--- config.mk ---
export PLATFORM = sky130hd
export DESIGN_NAME = parallel_port_mux_slave
export DESIGN_NICKNAME = d
export VERILOG_FILES = /design/src/parallel_port_pkg.sv /design/src/parallel_port_mux_slave.sv
export VERILOG_INCLUDE_DIRS = /design/src /design/src/src
export SDC_FILE = /design/constraint.sdc
export NUM_CORES = 1
export LEC_CHECK = 0
export ABC_AREA = 1
export BUFFER_PORTS_ARGS = -buffer_cell sky130_fd_sc_hd__buf_4
export CAP_MARGIN = 20
export CORE_MARGIN = 3
export CORE_UTILIZATION = 30
export CTS_CLUSTER_SIZE = 12
export DETAILED_ROUTE_END_ITERATION = 12
export GPL_TIMING_DRIVEN = 0
export SYNTH_ARGS = -nofsm -noshare
export SYNTH_HDL_FRONTEND = slang
export SYNTH_SLANG_ARGS = --single-unit
export TNS_END_PERCENT = 50
--- constraint.sdc ---
create_clock -name i_clk -period 2.75 [get_ports i_clk]
set_input_delay 0.4125 -clock i_clk [delete_from_list [all_inputs] [get_ports i_clk]]
set_output_delay 0.4125 -clock i_clk [all_outputs]
set_load 0.1 [all_outputs]
--- src/parallel_port_cfg.svh ---
// Constants for the parallel port: mode codes, pin bit positions, reset values and cycle figures.
`ifndef PARALLEL_PORT_CFG_SVH
`define PARALLEL_PORT_CFG_SVH
// ==========================================================================
// Mode and multiplexing codes
`define PP_MODE_LEGACY 2'h0
`define PP_MUX_FULL8 2'h2
`define PP_MUX_FULL16 2'h3
// ==========================================================================
// Field positions and sizes
`define PP_DATA_W 16
`define PP_FIFO_DEPTH 16
`define PP_CS1_ADDR_BIT 14
`define PP_CS2_ADDR_BIT 15
// Cycles of each address latch phase besides its begin wait: one drive, one hold.
`define PP_LATCH_FIXED 6'h02
// ==========================================================================
// Reset values
`define PP_RX_RESET 16'h0000
// ==========================================================================
// Whole master cycle lengths in clock cycles for the reference settings
`define PP_CYC_W8_NOWAIT 6'h09
`define PP_CYC_W8_WAIT 6'h0F
`define PP_CYC_R16_NOWAIT 6'h05
`define PP_CYC_R16_WAIT 6'h0A
`define PP_CYC_W16_NOWAIT 6'h06
`define PP_CYC_W16_WAIT 6'h0B
`endif

--- src/parallel_port_pkg.sv ---
// Types shared by the parallel port design.
package parallel_port_pkg;
  // ==========================================================================
  // Master bus sequencer states, Gray coded along the cycle.
  typedef enum logic [2:0] {
    ST_IDLE  = 3'h0,
    ST_ADDR  = 3'h1,
    ST_BEGIN = 3'h3,
    ST_MID   = 3'h2,
    ST_END   = 3'h6
  } bus_state_t;

  // ==========================================================================
  // Everything one master cycle needs, caught when the cycle starts.
  typedef struct packed {
    logic is_write;
    logic is8;
    logic [2:0] b_len;
    logic [4:0] m_len;
    logic [2:0] e_len;
    logic cs1;
    logic cs2;
    logic [15:0] addr;
    logic [15:0] wdata;
  } cycle_t;

  // Slave control pins as seen from outside.
  typedef struct packed {
    logic cs1;
    logic wr;
    logic rd;
  } slave_pins_t;
endpackage

--- src/parallel_port_mux_slave.sv ---
// Parallel port: multiplexed master bus sequencer, legacy slave write path and write request FIFO.
`include "parallel_port_cfg.svh"

// ==========================================================================
// Write request FIFO
module byte_fifo #(
  parameter int WIDTH = 16,
  parameter int DEPTH = 16
) (
  // Clock, reset, enable.
  input wire logic i_clk,
  input wire logic i_nrst,
  input wire logic i_ce,
  // Filling side.
  input wire logic i_in_valid,
  input wire logic [WIDTH-1:0] i_in_data,
  output logic o_in_ready,
  // Draining side.
  output logic o_out_valid,
  output logic [WIDTH-1:0] o_out_data,
  input wire logic i_out_ready
);
  localparam int AW = $clog2(DEPTH);

  // Pointers wrap by width, so only powers of two are served.
  if (DEPTH < 2 || (1 << AW) != DEPTH) begin : g_bad_depth
    $error("byte_fifo depth must be a power of two of at least 2");
  end

  logic [WIDTH-1:0] mem [DEPTH];
  logic [AW-1:0] wptr;
  logic [AW-1:0] rptr;
  logic [AW:0] count;
  logic [AW:0] next_count;
  logic push;
  logic pop;

  // Handshakes and the next fill level.
  assign push = i_in_valid & o_in_ready;
  assign pop = o_out_valid & i_out_ready;
  assign next_count = count + {{AW{1'b0}}, push} - {{AW{1'b0}}, pop};
  assign o_out_data = mem[rptr];

  // Pointers and flags; full and empty are registered so they never glitch.
  always_ff @(posedge i_clk or negedge i_nrst) begin
    if (!i_nrst) begin
      wptr <= '0;
      rptr <= '0;
      count <= '0;
      o_in_ready <= 1'b1;
      o_out_valid <= 1'b0;
    end else if (i_ce) begin
      if (push) wptr <= wptr + 1'b1;
      if (pop) rptr <= rptr + 1'b1;
      count <= next_count;
      o_in_ready <= next_count != (AW+1)'(DEPTH);
      o_out_valid <= next_count != '0;
    end
  end

  // Storage is not reset; nothing reads an entry before it is written.
  always_ff @(posedge i_clk) begin
    if (i_ce && push) mem[wptr] <= i_in_data;
  end
endmodule

// ==========================================================================
// Top level
module parallel_port_mux_slave #(
  parameter int FIFO_DEPTH = `PP_FIFO_DEPTH
) (
  // Clock, reset, enable.
  input wire logic i_clk,
  input wire logic i_nrst,
  input wire logic i_ce,
  // Configuration.
  input wire logic i_enable,
  input wire logic [1:0] i_mode,
  input wire logic [1:0] i_addr_data_mux_select,
  input wire logic [1:0] i_begin_phase_wait,
  input wire logic [3:0] i_middle_phase_wait,
  input wire logic [1:0] i_end_phase_wait,
  input wire logic i_read_strobe_polarity,
  input wire logic i_write_strobe_polarity,
  input wire logic i_chip_select_one_polarity,
  input wire logic i_cs1_enable,
  input wire logic i_cs2_enable,
  input wire logic [15:0] i_port_address_reg,
  // Software access to the write FIFO, receive register and status.
  input wire logic i_rx_read,
  input wire logic i_tx_valid,
  input wire logic [15:0] i_tx_data,
  input wire logic i_irq_clear,
  input wire logic i_overflow_clear,
  output logic o_tx_ready,
  output logic [15:0] o_rx_data,
  output logic o_busy,
  output logic o_input_buffer_full_flag,
  output logic o_input_overflow_flag,
  output logic o_port_irq_flag,
  // Data lines.
  input wire logic [15:0] i_port_data_lines,
  output logic [15:0] o_port_data_lines,
  output logic o_port_data_oe,
  // Strobes and chip selects.
  input wire logic i_port_read_strobe,
  input wire logic i_port_write_strobe,
  input wire logic i_port_chip_select_one,
  output logic o_port_read_strobe,
  output logic o_port_write_strobe,
  output logic o_port_chip_select_one,
  output logic o_port_chip_select_two,
  output logic o_port_ctrl_oe,
  output logic o_addr_latch_low,
  output logic o_addr_latch_high
);
  if (FIFO_DEPTH < 2) begin : g_bad_fifo
    $error("FIFO_DEPTH must be at least 2");
  end

  parallel_port_pkg::bus_state_t state;
  parallel_port_pkg::cycle_t tp;
  parallel_port_pkg::cycle_t next_tp;
  parallel_port_pkg::slave_pins_t s1;
  parallel_port_pkg::slave_pins_t s2;
  parallel_port_pkg::slave_pins_t s3;
  logic [4:0] pc;
  logic lat_second;
  logic [5:0] rem;
  logic [5:0] next_total;
  logic [5:0] lat_len;
  logic [5:0] meas;
  logic [7:0] d1;
  logic [7:0] d2;
  logic master_on;
  logic slave_on;
  logic start_rd;
  logic start_wr;
  logic start;
  logic sm_last;
  logic cap_pending;
  logic fifo_valid;
  logic [15:0] fifo_data;
  logic forced;
  logic wr_act2;
  logic wr_act3;
  logic rd_act2;
  logic rd_act3;
  logic cs_act2;
  logic wr_edge;
  logic rd_edge;
  logic rx_clear;
  logic accept;
  logic latch_on;
  logic mwr_act;

  // Mode 00 is the legacy slave; any other mode runs the master sequencer.
  assign slave_on = i_enable && i_mode == `PP_MODE_LEGACY;
  assign master_on = i_enable && i_mode != `PP_MODE_LEGACY;
  assign start_rd = master_on && state == parallel_port_pkg::ST_IDLE && i_rx_read;
  assign start_wr = master_on && state == parallel_port_pkg::ST_IDLE && !i_rx_read && fifo_valid;
  assign start = start_rd | start_wr;

  // Pending software writes queue here and drain one per master write cycle.
  byte_fifo #(.WIDTH(`PP_DATA_W), .DEPTH(FIFO_DEPTH)) u_fifo (
    .i_clk(i_clk),
    .i_nrst(i_nrst),
    .i_ce(i_ce),
    .i_in_valid(i_tx_valid),
    .i_in_data(i_tx_data),
    .o_in_ready(o_tx_ready),
    .o_out_valid(fifo_valid),
    .o_out_data(fifo_data),
    .i_out_ready(start_wr)
  );

  // Phase lengths of the cycle about to start; a zero middle code forces the others.
  always_comb begin
    forced = i_middle_phase_wait == 4'h0;
    next_tp.is_write = !i_rx_read;
    next_tp.is8 = i_addr_data_mux_select == `PP_MUX_FULL8;
    next_tp.b_len = forced ? 3'h1 : {1'b0, i_begin_phase_wait} + 3'h1;
    next_tp.m_len = {1'b0, i_middle_phase_wait} + 5'h01;
    if (next_tp.is_write) begin
      next_tp.e_len = forced ? 3'h1 : {1'b0, i_end_phase_wait} + 3'h1;
    end else begin
      next_tp.e_len = forced ? 3'h0 : {1'b0, i_end_phase_wait};
    end
    next_tp.cs1 = i_cs1_enable & i_port_address_reg[`PP_CS1_ADDR_BIT];
    next_tp.cs2 = i_cs2_enable & i_port_address_reg[`PP_CS2_ADDR_BIT];
    next_tp.addr = i_port_address_reg;
    if (i_cs1_enable) next_tp.addr[`PP_CS1_ADDR_BIT] = 1'b0;
    if (i_cs2_enable) next_tp.addr[`PP_CS2_ADDR_BIT] = 1'b0;
    next_tp.wdata = fifo_data;
    lat_len = {3'h0, next_tp.b_len} + `PP_LATCH_FIXED;
    next_total = (next_tp.is8 ? lat_len + lat_len : lat_len) + {3'h0, next_tp.b_len}
      + {1'b0, next_tp.m_len} + {3'h0, next_tp.e_len};
  end

  // The sequencer ends on the last middle cycle of a read without end phase, else on the last end cycle.
  assign sm_last = (state == parallel_port_pkg::ST_MID && pc == 5'h00 && tp.e_len == 3'h0)
    || (state == parallel_port_pkg::ST_END && pc == 5'h00);

  // Master sequencer; disabling or entering slave mode aborts a cycle in flight.
  always_ff @(posedge i_clk or negedge i_nrst) begin
    if (!i_nrst) begin
      state <= parallel_port_pkg::ST_IDLE;
      tp <= '0;
      pc <= 5'h00;
      lat_second <= 1'b0;
    end else if (i_ce) begin
      pc <= pc - 5'h01;
      if (!master_on) begin
        state <= parallel_port_pkg::ST_IDLE;
      end else begin
        case (state)
          parallel_port_pkg::ST_IDLE: begin
            if (start) begin
              state <= parallel_port_pkg::ST_ADDR;
              tp <= next_tp;
              pc <= {2'h0, next_tp.b_len} + 5'h01;
              lat_second <= 1'b0;
            end
          end
          parallel_port_pkg::ST_ADDR: begin
            if (pc == 5'h00) begin
              if (tp.is8 && !lat_second) begin
                pc <= {2'h0, tp.b_len} + 5'h01;
                lat_second <= 1'b1;
              end else begin
                state <= parallel_port_pkg::ST_BEGIN;
                pc <= {2'h0, tp.b_len} - 5'h01;
              end
            end
          end
          parallel_port_pkg::ST_BEGIN: begin
            if (pc == 5'h00) begin
              state <= parallel_port_pkg::ST_MID;
              pc <= tp.m_len - 5'h01;
            end
          end
          parallel_port_pkg::ST_MID: begin
            if (pc == 5'h00) begin
              if (tp.e_len == 3'h0) begin
                state <= parallel_port_pkg::ST_IDLE;
              end else begin
                state <= parallel_port_pkg::ST_END;
                pc <= {2'h0, tp.e_len} - 5'h01;
              end
            end
          end
          parallel_port_pkg::ST_END: begin
            if (pc == 5'h00) state <= parallel_port_pkg::ST_IDLE;
          end
          default: state <= parallel_port_pkg::ST_IDLE;
        endcase
      end
    end
  end

  // Busy counts down the whole cycle and falls as the last cycle begins.
  always_ff @(posedge i_clk or negedge i_nrst) begin
    if (!i_nrst) begin
      rem <= 6'h00;
      o_busy <= 1'b0;
    end else if (i_ce) begin
      if (!master_on) begin
        rem <= 6'h00;
        o_busy <= 1'b0;
      end else if (start) begin
        rem <= next_total - 6'h01;
        o_busy <= 1'b1;
      end else if (state != parallel_port_pkg::ST_IDLE) begin
        rem <= rem - 6'h01;
        o_busy <= rem > 6'h01;
      end
    end
  end

  // Pins follow the sequencer one cycle later, so every output leaves a flop.
  assign latch_on = state == parallel_port_pkg::ST_ADDR && pc != 5'h00 && pc <= {2'h0, tp.b_len};
  always_ff @(posedge i_clk or negedge i_nrst) begin
    if (!i_nrst) begin
      o_port_data_lines <= 16'h0000;
      o_port_data_oe <= 1'b0;
      o_port_read_strobe <= 1'b0;
      o_port_write_strobe <= 1'b0;
      o_port_chip_select_one <= 1'b0;
      o_port_chip_select_two <= 1'b0;
      o_port_ctrl_oe <= 1'b0;
      o_addr_latch_low <= 1'b0;
      o_addr_latch_high <= 1'b0;
      cap_pending <= 1'b0;
    end else if (i_ce) begin
      if (state == parallel_port_pkg::ST_ADDR) begin
        if (!tp.is8) o_port_data_lines <= tp.addr;
        else if (lat_second) o_port_data_lines <= {8'h00, tp.addr[15:8]};
        else o_port_data_lines <= {8'h00, tp.addr[7:0]};
      end else if (state != parallel_port_pkg::ST_IDLE) begin
        o_port_data_lines <= tp.is8 ? {8'h00, tp.wdata[7:0]} : tp.wdata;
      end
      // The end phase keeps the selects, and for a write the data, on the bus after the strobe.
      o_port_data_oe <= master_on && (state == parallel_port_pkg::ST_ADDR
        || (tp.is_write && state != parallel_port_pkg::ST_IDLE));
      o_port_read_strobe <= ~((state == parallel_port_pkg::ST_MID && !tp.is_write) ^ i_read_strobe_polarity);
      o_port_write_strobe <= ~((state == parallel_port_pkg::ST_MID && tp.is_write) ^ i_write_strobe_polarity);
      o_port_chip_select_one <= ~((state != parallel_port_pkg::ST_IDLE && tp.cs1) ^ i_chip_select_one_polarity);
      o_port_chip_select_two <= state != parallel_port_pkg::ST_IDLE && tp.cs2;
      o_port_ctrl_oe <= master_on;
      o_addr_latch_low <= latch_on && !lat_second;
      o_addr_latch_high <= latch_on && (lat_second || !tp.is8);
      cap_pending <= master_on && state == parallel_port_pkg::ST_MID && pc == 5'h00 && !tp.is_write;
    end
  end

  // Slave pins cross into this clock through two flops; the third only feeds edge detection.
  always_ff @(posedge i_clk or negedge i_nrst) begin
    if (!i_nrst) begin
      s1 <= '0;
      s2 <= '0;
      s3 <= '0;
      d1 <= 8'h00;
      d2 <= 8'h00;
    end else if (i_ce) begin
      s1 <= {i_port_chip_select_one, i_port_write_strobe, i_port_read_strobe};
      s2 <= s1;
      s3 <= s2;
      d1 <= i_port_data_lines[7:0];
      d2 <= d1;
    end
  end

  // Polarity bit 1 means the pin is active high.
  assign wr_act2 = s2.wr ~^ i_write_strobe_polarity;
  assign wr_act3 = s3.wr ~^ i_write_strobe_polarity;
  assign rd_act2 = s2.rd ~^ i_read_strobe_polarity;
  assign rd_act3 = s3.rd ~^ i_read_strobe_polarity;
  assign cs_act2 = s2.cs1 ~^ i_chip_select_one_polarity;
  assign wr_edge = slave_on && cs_act2 && wr_act2 && !wr_act3;
  assign rd_edge = slave_on && cs_act2 && rd_act2 && !rd_act3;
  assign rx_clear = slave_on && i_rx_read;
  // A read in the same cycle frees the buffer, so the arriving byte is kept.
  assign accept = wr_edge && (!o_input_buffer_full_flag || rx_clear);

  // Receive register: master read data or slave byte.
  always_ff @(posedge i_clk or negedge i_nrst) begin
    if (!i_nrst) begin
      o_rx_data <= `PP_RX_RESET;
    end else if (i_ce) begin
      if (cap_pending) begin
        o_rx_data <= tp.is8 ? {o_rx_data[15:8], i_port_data_lines[7:0]} : i_port_data_lines;
      end else if (accept) begin
        o_rx_data[7:0] <= d2;
      end
    end
  end

  // Status flags; a new event beats a clear in the same cycle.
  always_ff @(posedge i_clk or negedge i_nrst) begin
    if (!i_nrst) begin
      o_input_buffer_full_flag <= 1'b0;
      o_input_overflow_flag <= 1'b0;
      o_port_irq_flag <= 1'b0;
    end else if (i_ce) begin
      if (accept) o_input_buffer_full_flag <= 1'b1;
      else if (rx_clear) o_input_buffer_full_flag <= 1'b0;
      if (wr_edge && !accept) o_input_overflow_flag <= 1'b1;
      else if (i_overflow_clear) o_input_overflow_flag <= 1'b0;
      if (wr_edge || rd_edge) o_port_irq_flag <= 1'b1;
      else if (i_irq_clear) o_port_irq_flag <= 1'b0;
    end
  end

  // ==========================================================================
  // Checks
  always_ff @(posedge i_clk or negedge i_nrst) begin
    if (!i_nrst) meas <= 6'h00;
    else if (i_ce) meas <= start ? 6'h01 : meas + 6'h01;
  end
  assign mwr_act = o_port_write_strobe ~^ i_write_strobe_polarity;
endmodule

==> impl_metrics.ini <==
[yosys]
synthCells = 1648
synthMuxAreaShare = 0.00565
synth_nets = 1772
synth_compound_area_frac = 0.137
yosysMostFrequentCell = nand2_1
postSynth.asyncResetShare = 0.363
synthSimpleGateAreaFrac = 0.133
synth_edf_count = 256
synth_top_family_by_area = compound AO/OA/AOI/OAI gates
yosysWarnings = 0
ys_types = 45
syn_area_per_cell_um2 = 10.9
synth_top_area_cell = edfxtp_1
synth_area_mm2 = 0.0179
dominantRegCellSynth = edfxtp_1
synth_area_leaders = edfxtp_1 43%, dfrtp_1 20%, nand2_1 6.8%
ys_ff_latch = 402
synth_xor_xnor_area_share = 0.0112
yosysTopAreaCellShare = 0.429
synthAdderAreaFrac = 0.0360
yosysSeqAreaShare = 0.633
ys_top_cells_by_count = 323 x nand2_1, 256 x edfxtp_1, 157 x nor2_1

[finish]
fill_cells = 5663
syn2layout_area_growth_pct = 22.0
fin_cells = 2650
final_util = 0.375
fin_area_mm2 = 0.0219
final_nets = 1985
antenna_cells = 0
layout-drive-gt1-share = 0.172

[detailed_routing]
wl_um = 52900
drtPass1Iterations = 5
via_per_inst = 5.08
drtIter0Drc = 1114
vias = 13500
final_antenna_net_count = 0
drc = 0
wl_per_cell_um = 19.9

[worst_setup_path]
r2r-end = u_fifo.o_in_ready$_DFFE_PN1P_
critPathLaunchType = input pin
crit_family = adder cells
worst_path_max_delay_cell = fa_1
reg2reg_depth = 14
cpPeakStageDelay_ps = 530
endpoint = rem[5]$_DFFE_PN0P_
worstSetupEndpointType = flip-flop
rr_startpoint = state[2]$_DFFE_PN0P_
path_class = in -> reg
crit_arrival_ps = 3540
cp.depth = 19
cp_max_fo = 4
worstPathCellList = buf_12, inv_12, ha_4, nand2_4, buf_6, nand2_2, xor2_2, ha_2, fa_1, fa_1, inv_2, ha_4, fa_2, a21oi_2, o21bai_1, nand3b_1, nand3_2, nand3_2, nand2_1
rrSetupSlack_ps = -50
setup.worst_path.start = i_middle_phase_wait[1]
path_buf_inv = 4
crit_required_ps = 3260

[placed_design]
dp_hpwl_um = 37200
dpl-instance-area_mm2 = 0.0202
routabilityCongestion = 0.868
place_ws_ps = -957
placed_cells = 2550
portBuffers = 120

[global_route]
grt_max_degree = 101
grt.total_usage = 0.164
first_global_vias = 13000
grt_first_pass_wirelength_um = 79100
overflow = 0
antenna_found_initial = 2

[job]
maxCapViolations = 0

[status]
status = finished with violations
violations = setup timing

[min_path]
hp-class = in -> reg
hp-start = i_port_address_reg[4]

[timing]
rsz0062_at_grt = yes
hold_viol = 0
setup_ws_ps = -277
period_share = 1.10
finalSetupViolations = 7
timing.setup.tns_ps = -1010
finClkSkew_ps = 29.6
maxSlewHeadroom = 0.524
final.min_clock_period_ps = 3030
slew_viol_final = 0
fmax_mhz = 330
tightestPinTransition_ps = 714
fin_hold_ws_ps = 53.3

[clock_network]
clkTransAtPathRegs_ps = 60
cts.path.max_buffers = 3
htreeDepth = 2
clkLatencyLatePin_ps = 590
cts_buffers = 42
root_buffer = clkbuf_16
cts_tree = done
cts.sinks = 402

[power]
power_density_mw_per_mm2 = 1060
totalPowerFinal_mw = 23.1
leakagePower_nw = 8.69
peakVddDrop_mv = 0.885

[die]
fp.dieH_um = 250
boundaryPins = 121
start_util = 0.307
coreArea_mm2 = 0.0584
dieArea_mm2 = 0.0627
die_x_um = 250
rows = 88
-- worst min-delay path, stage by stage --
cell and delay, ps:
buf_4 80, nand2_1 40, nand2_1 50
-- power by group --
part           internal, mW  switching [mW]  leakage (nW)
combinational          2.92            6.89          3.96
sequential             7.40           0.584          4.13
clock                  2.96            2.37         0.603
total                  13.3            9.84          8.69
-- sequential cells by signal, indices dropped and copies added (netlist names), 2 cells and up --
| signal | flops |
|---|---|
| s1 | 3 |
| state | 3 |
| o_rx_data | 16 |
| rem | 6 |
| u_fifo.count | 5 |
| u_fifo.mem | 256 |
| s2 | 3 |
| d1 | 8 |
| tp | 47 |
| u_fifo.rptr | 4 |
| s3 | 2 |
| o_port_data_lines | 16 |
| d2 | 8 |
| pc | 5 |
| u_fifo.wptr | 4 |
-- what timing repair did --
item                                    CTS  global route
endpoints found under the setup margin    7             8
gates resized for setup                  25            19
buffers inserted                         27             6
hold buffers                              1             0
pin swaps                                17            19
hold endpoints to repair                 46             0
-- worst min path at each step --
stage / cells past startpoint / slack (ps) / to
after global placement: 2 / 450 / tp[21]$_DFFE_PN0P_
after floorplan: 0 / 120 / cap_pending$_DFFE_PN0P_
after CTS: 3 / 30 / tp[21]$_DFFE_PN0P_
after detailed placement: 1 / 380 / rem[4]$_DFFE_PN0P_
after global routing: 3 / 40 / tp[16]$_DFFE_PN0P_
final: 3 / 50 / tp[20]$_DFFE_PN0P_
-- cell type report --
type | instances | area (um2) | share of cell area
flip-flops and latches | 402 | 11300 | 0.519
multi-input cells | 1052 | 6020 | 0.275
repair buffers | 169 | 1490 | 0.0681
clock buffers | 53 | 1110 | 0.0508
well taps | 765 | 957 | 0.0438
inverters | 112 | 444 | 0.0203
plain buffers | 82 | 369 | 0.0169
clock inverters | 15 | 136 | 0.00623
-- cells in the final DEF, fill, tap and decap left out, types with 34 or more instances in the layout --
master and n:
a21oi_1 48, buf_4 149, clkbuf_1 57, clkbuf_16 42, dfrtp_1 145, edfxtp_1 256
ha_1 34, inv_1 99, nand2_1 319, nand3_1 71, nor2_1 139, o211ai_1 42
o21a_1 40, o21ai_0 137, o21bai_1 65
-- routing by layer --
metal / share of wire / up-vias / GRT usage
li1: - / 6158 / -
met1: 0.44 / 6683 / 0.230
met2: 0.47 / 532 / 0.262
met3: 0.074 / 79 / 0.0281
met4: 0.023 / 0 / 0.0430
met5: 0 / - / 0
-- logic make-up after synthesis --
group,count (synthesis)
multiplexers,9
adder cells (fa/ha/maj),48
AND/OR/NAND/NOR,584
flip-flops,402
buffers and inverters,194
XOR/XNOR,23
AO/OA/AOI/OAI,388
Power figures use the tool's default switching activity.
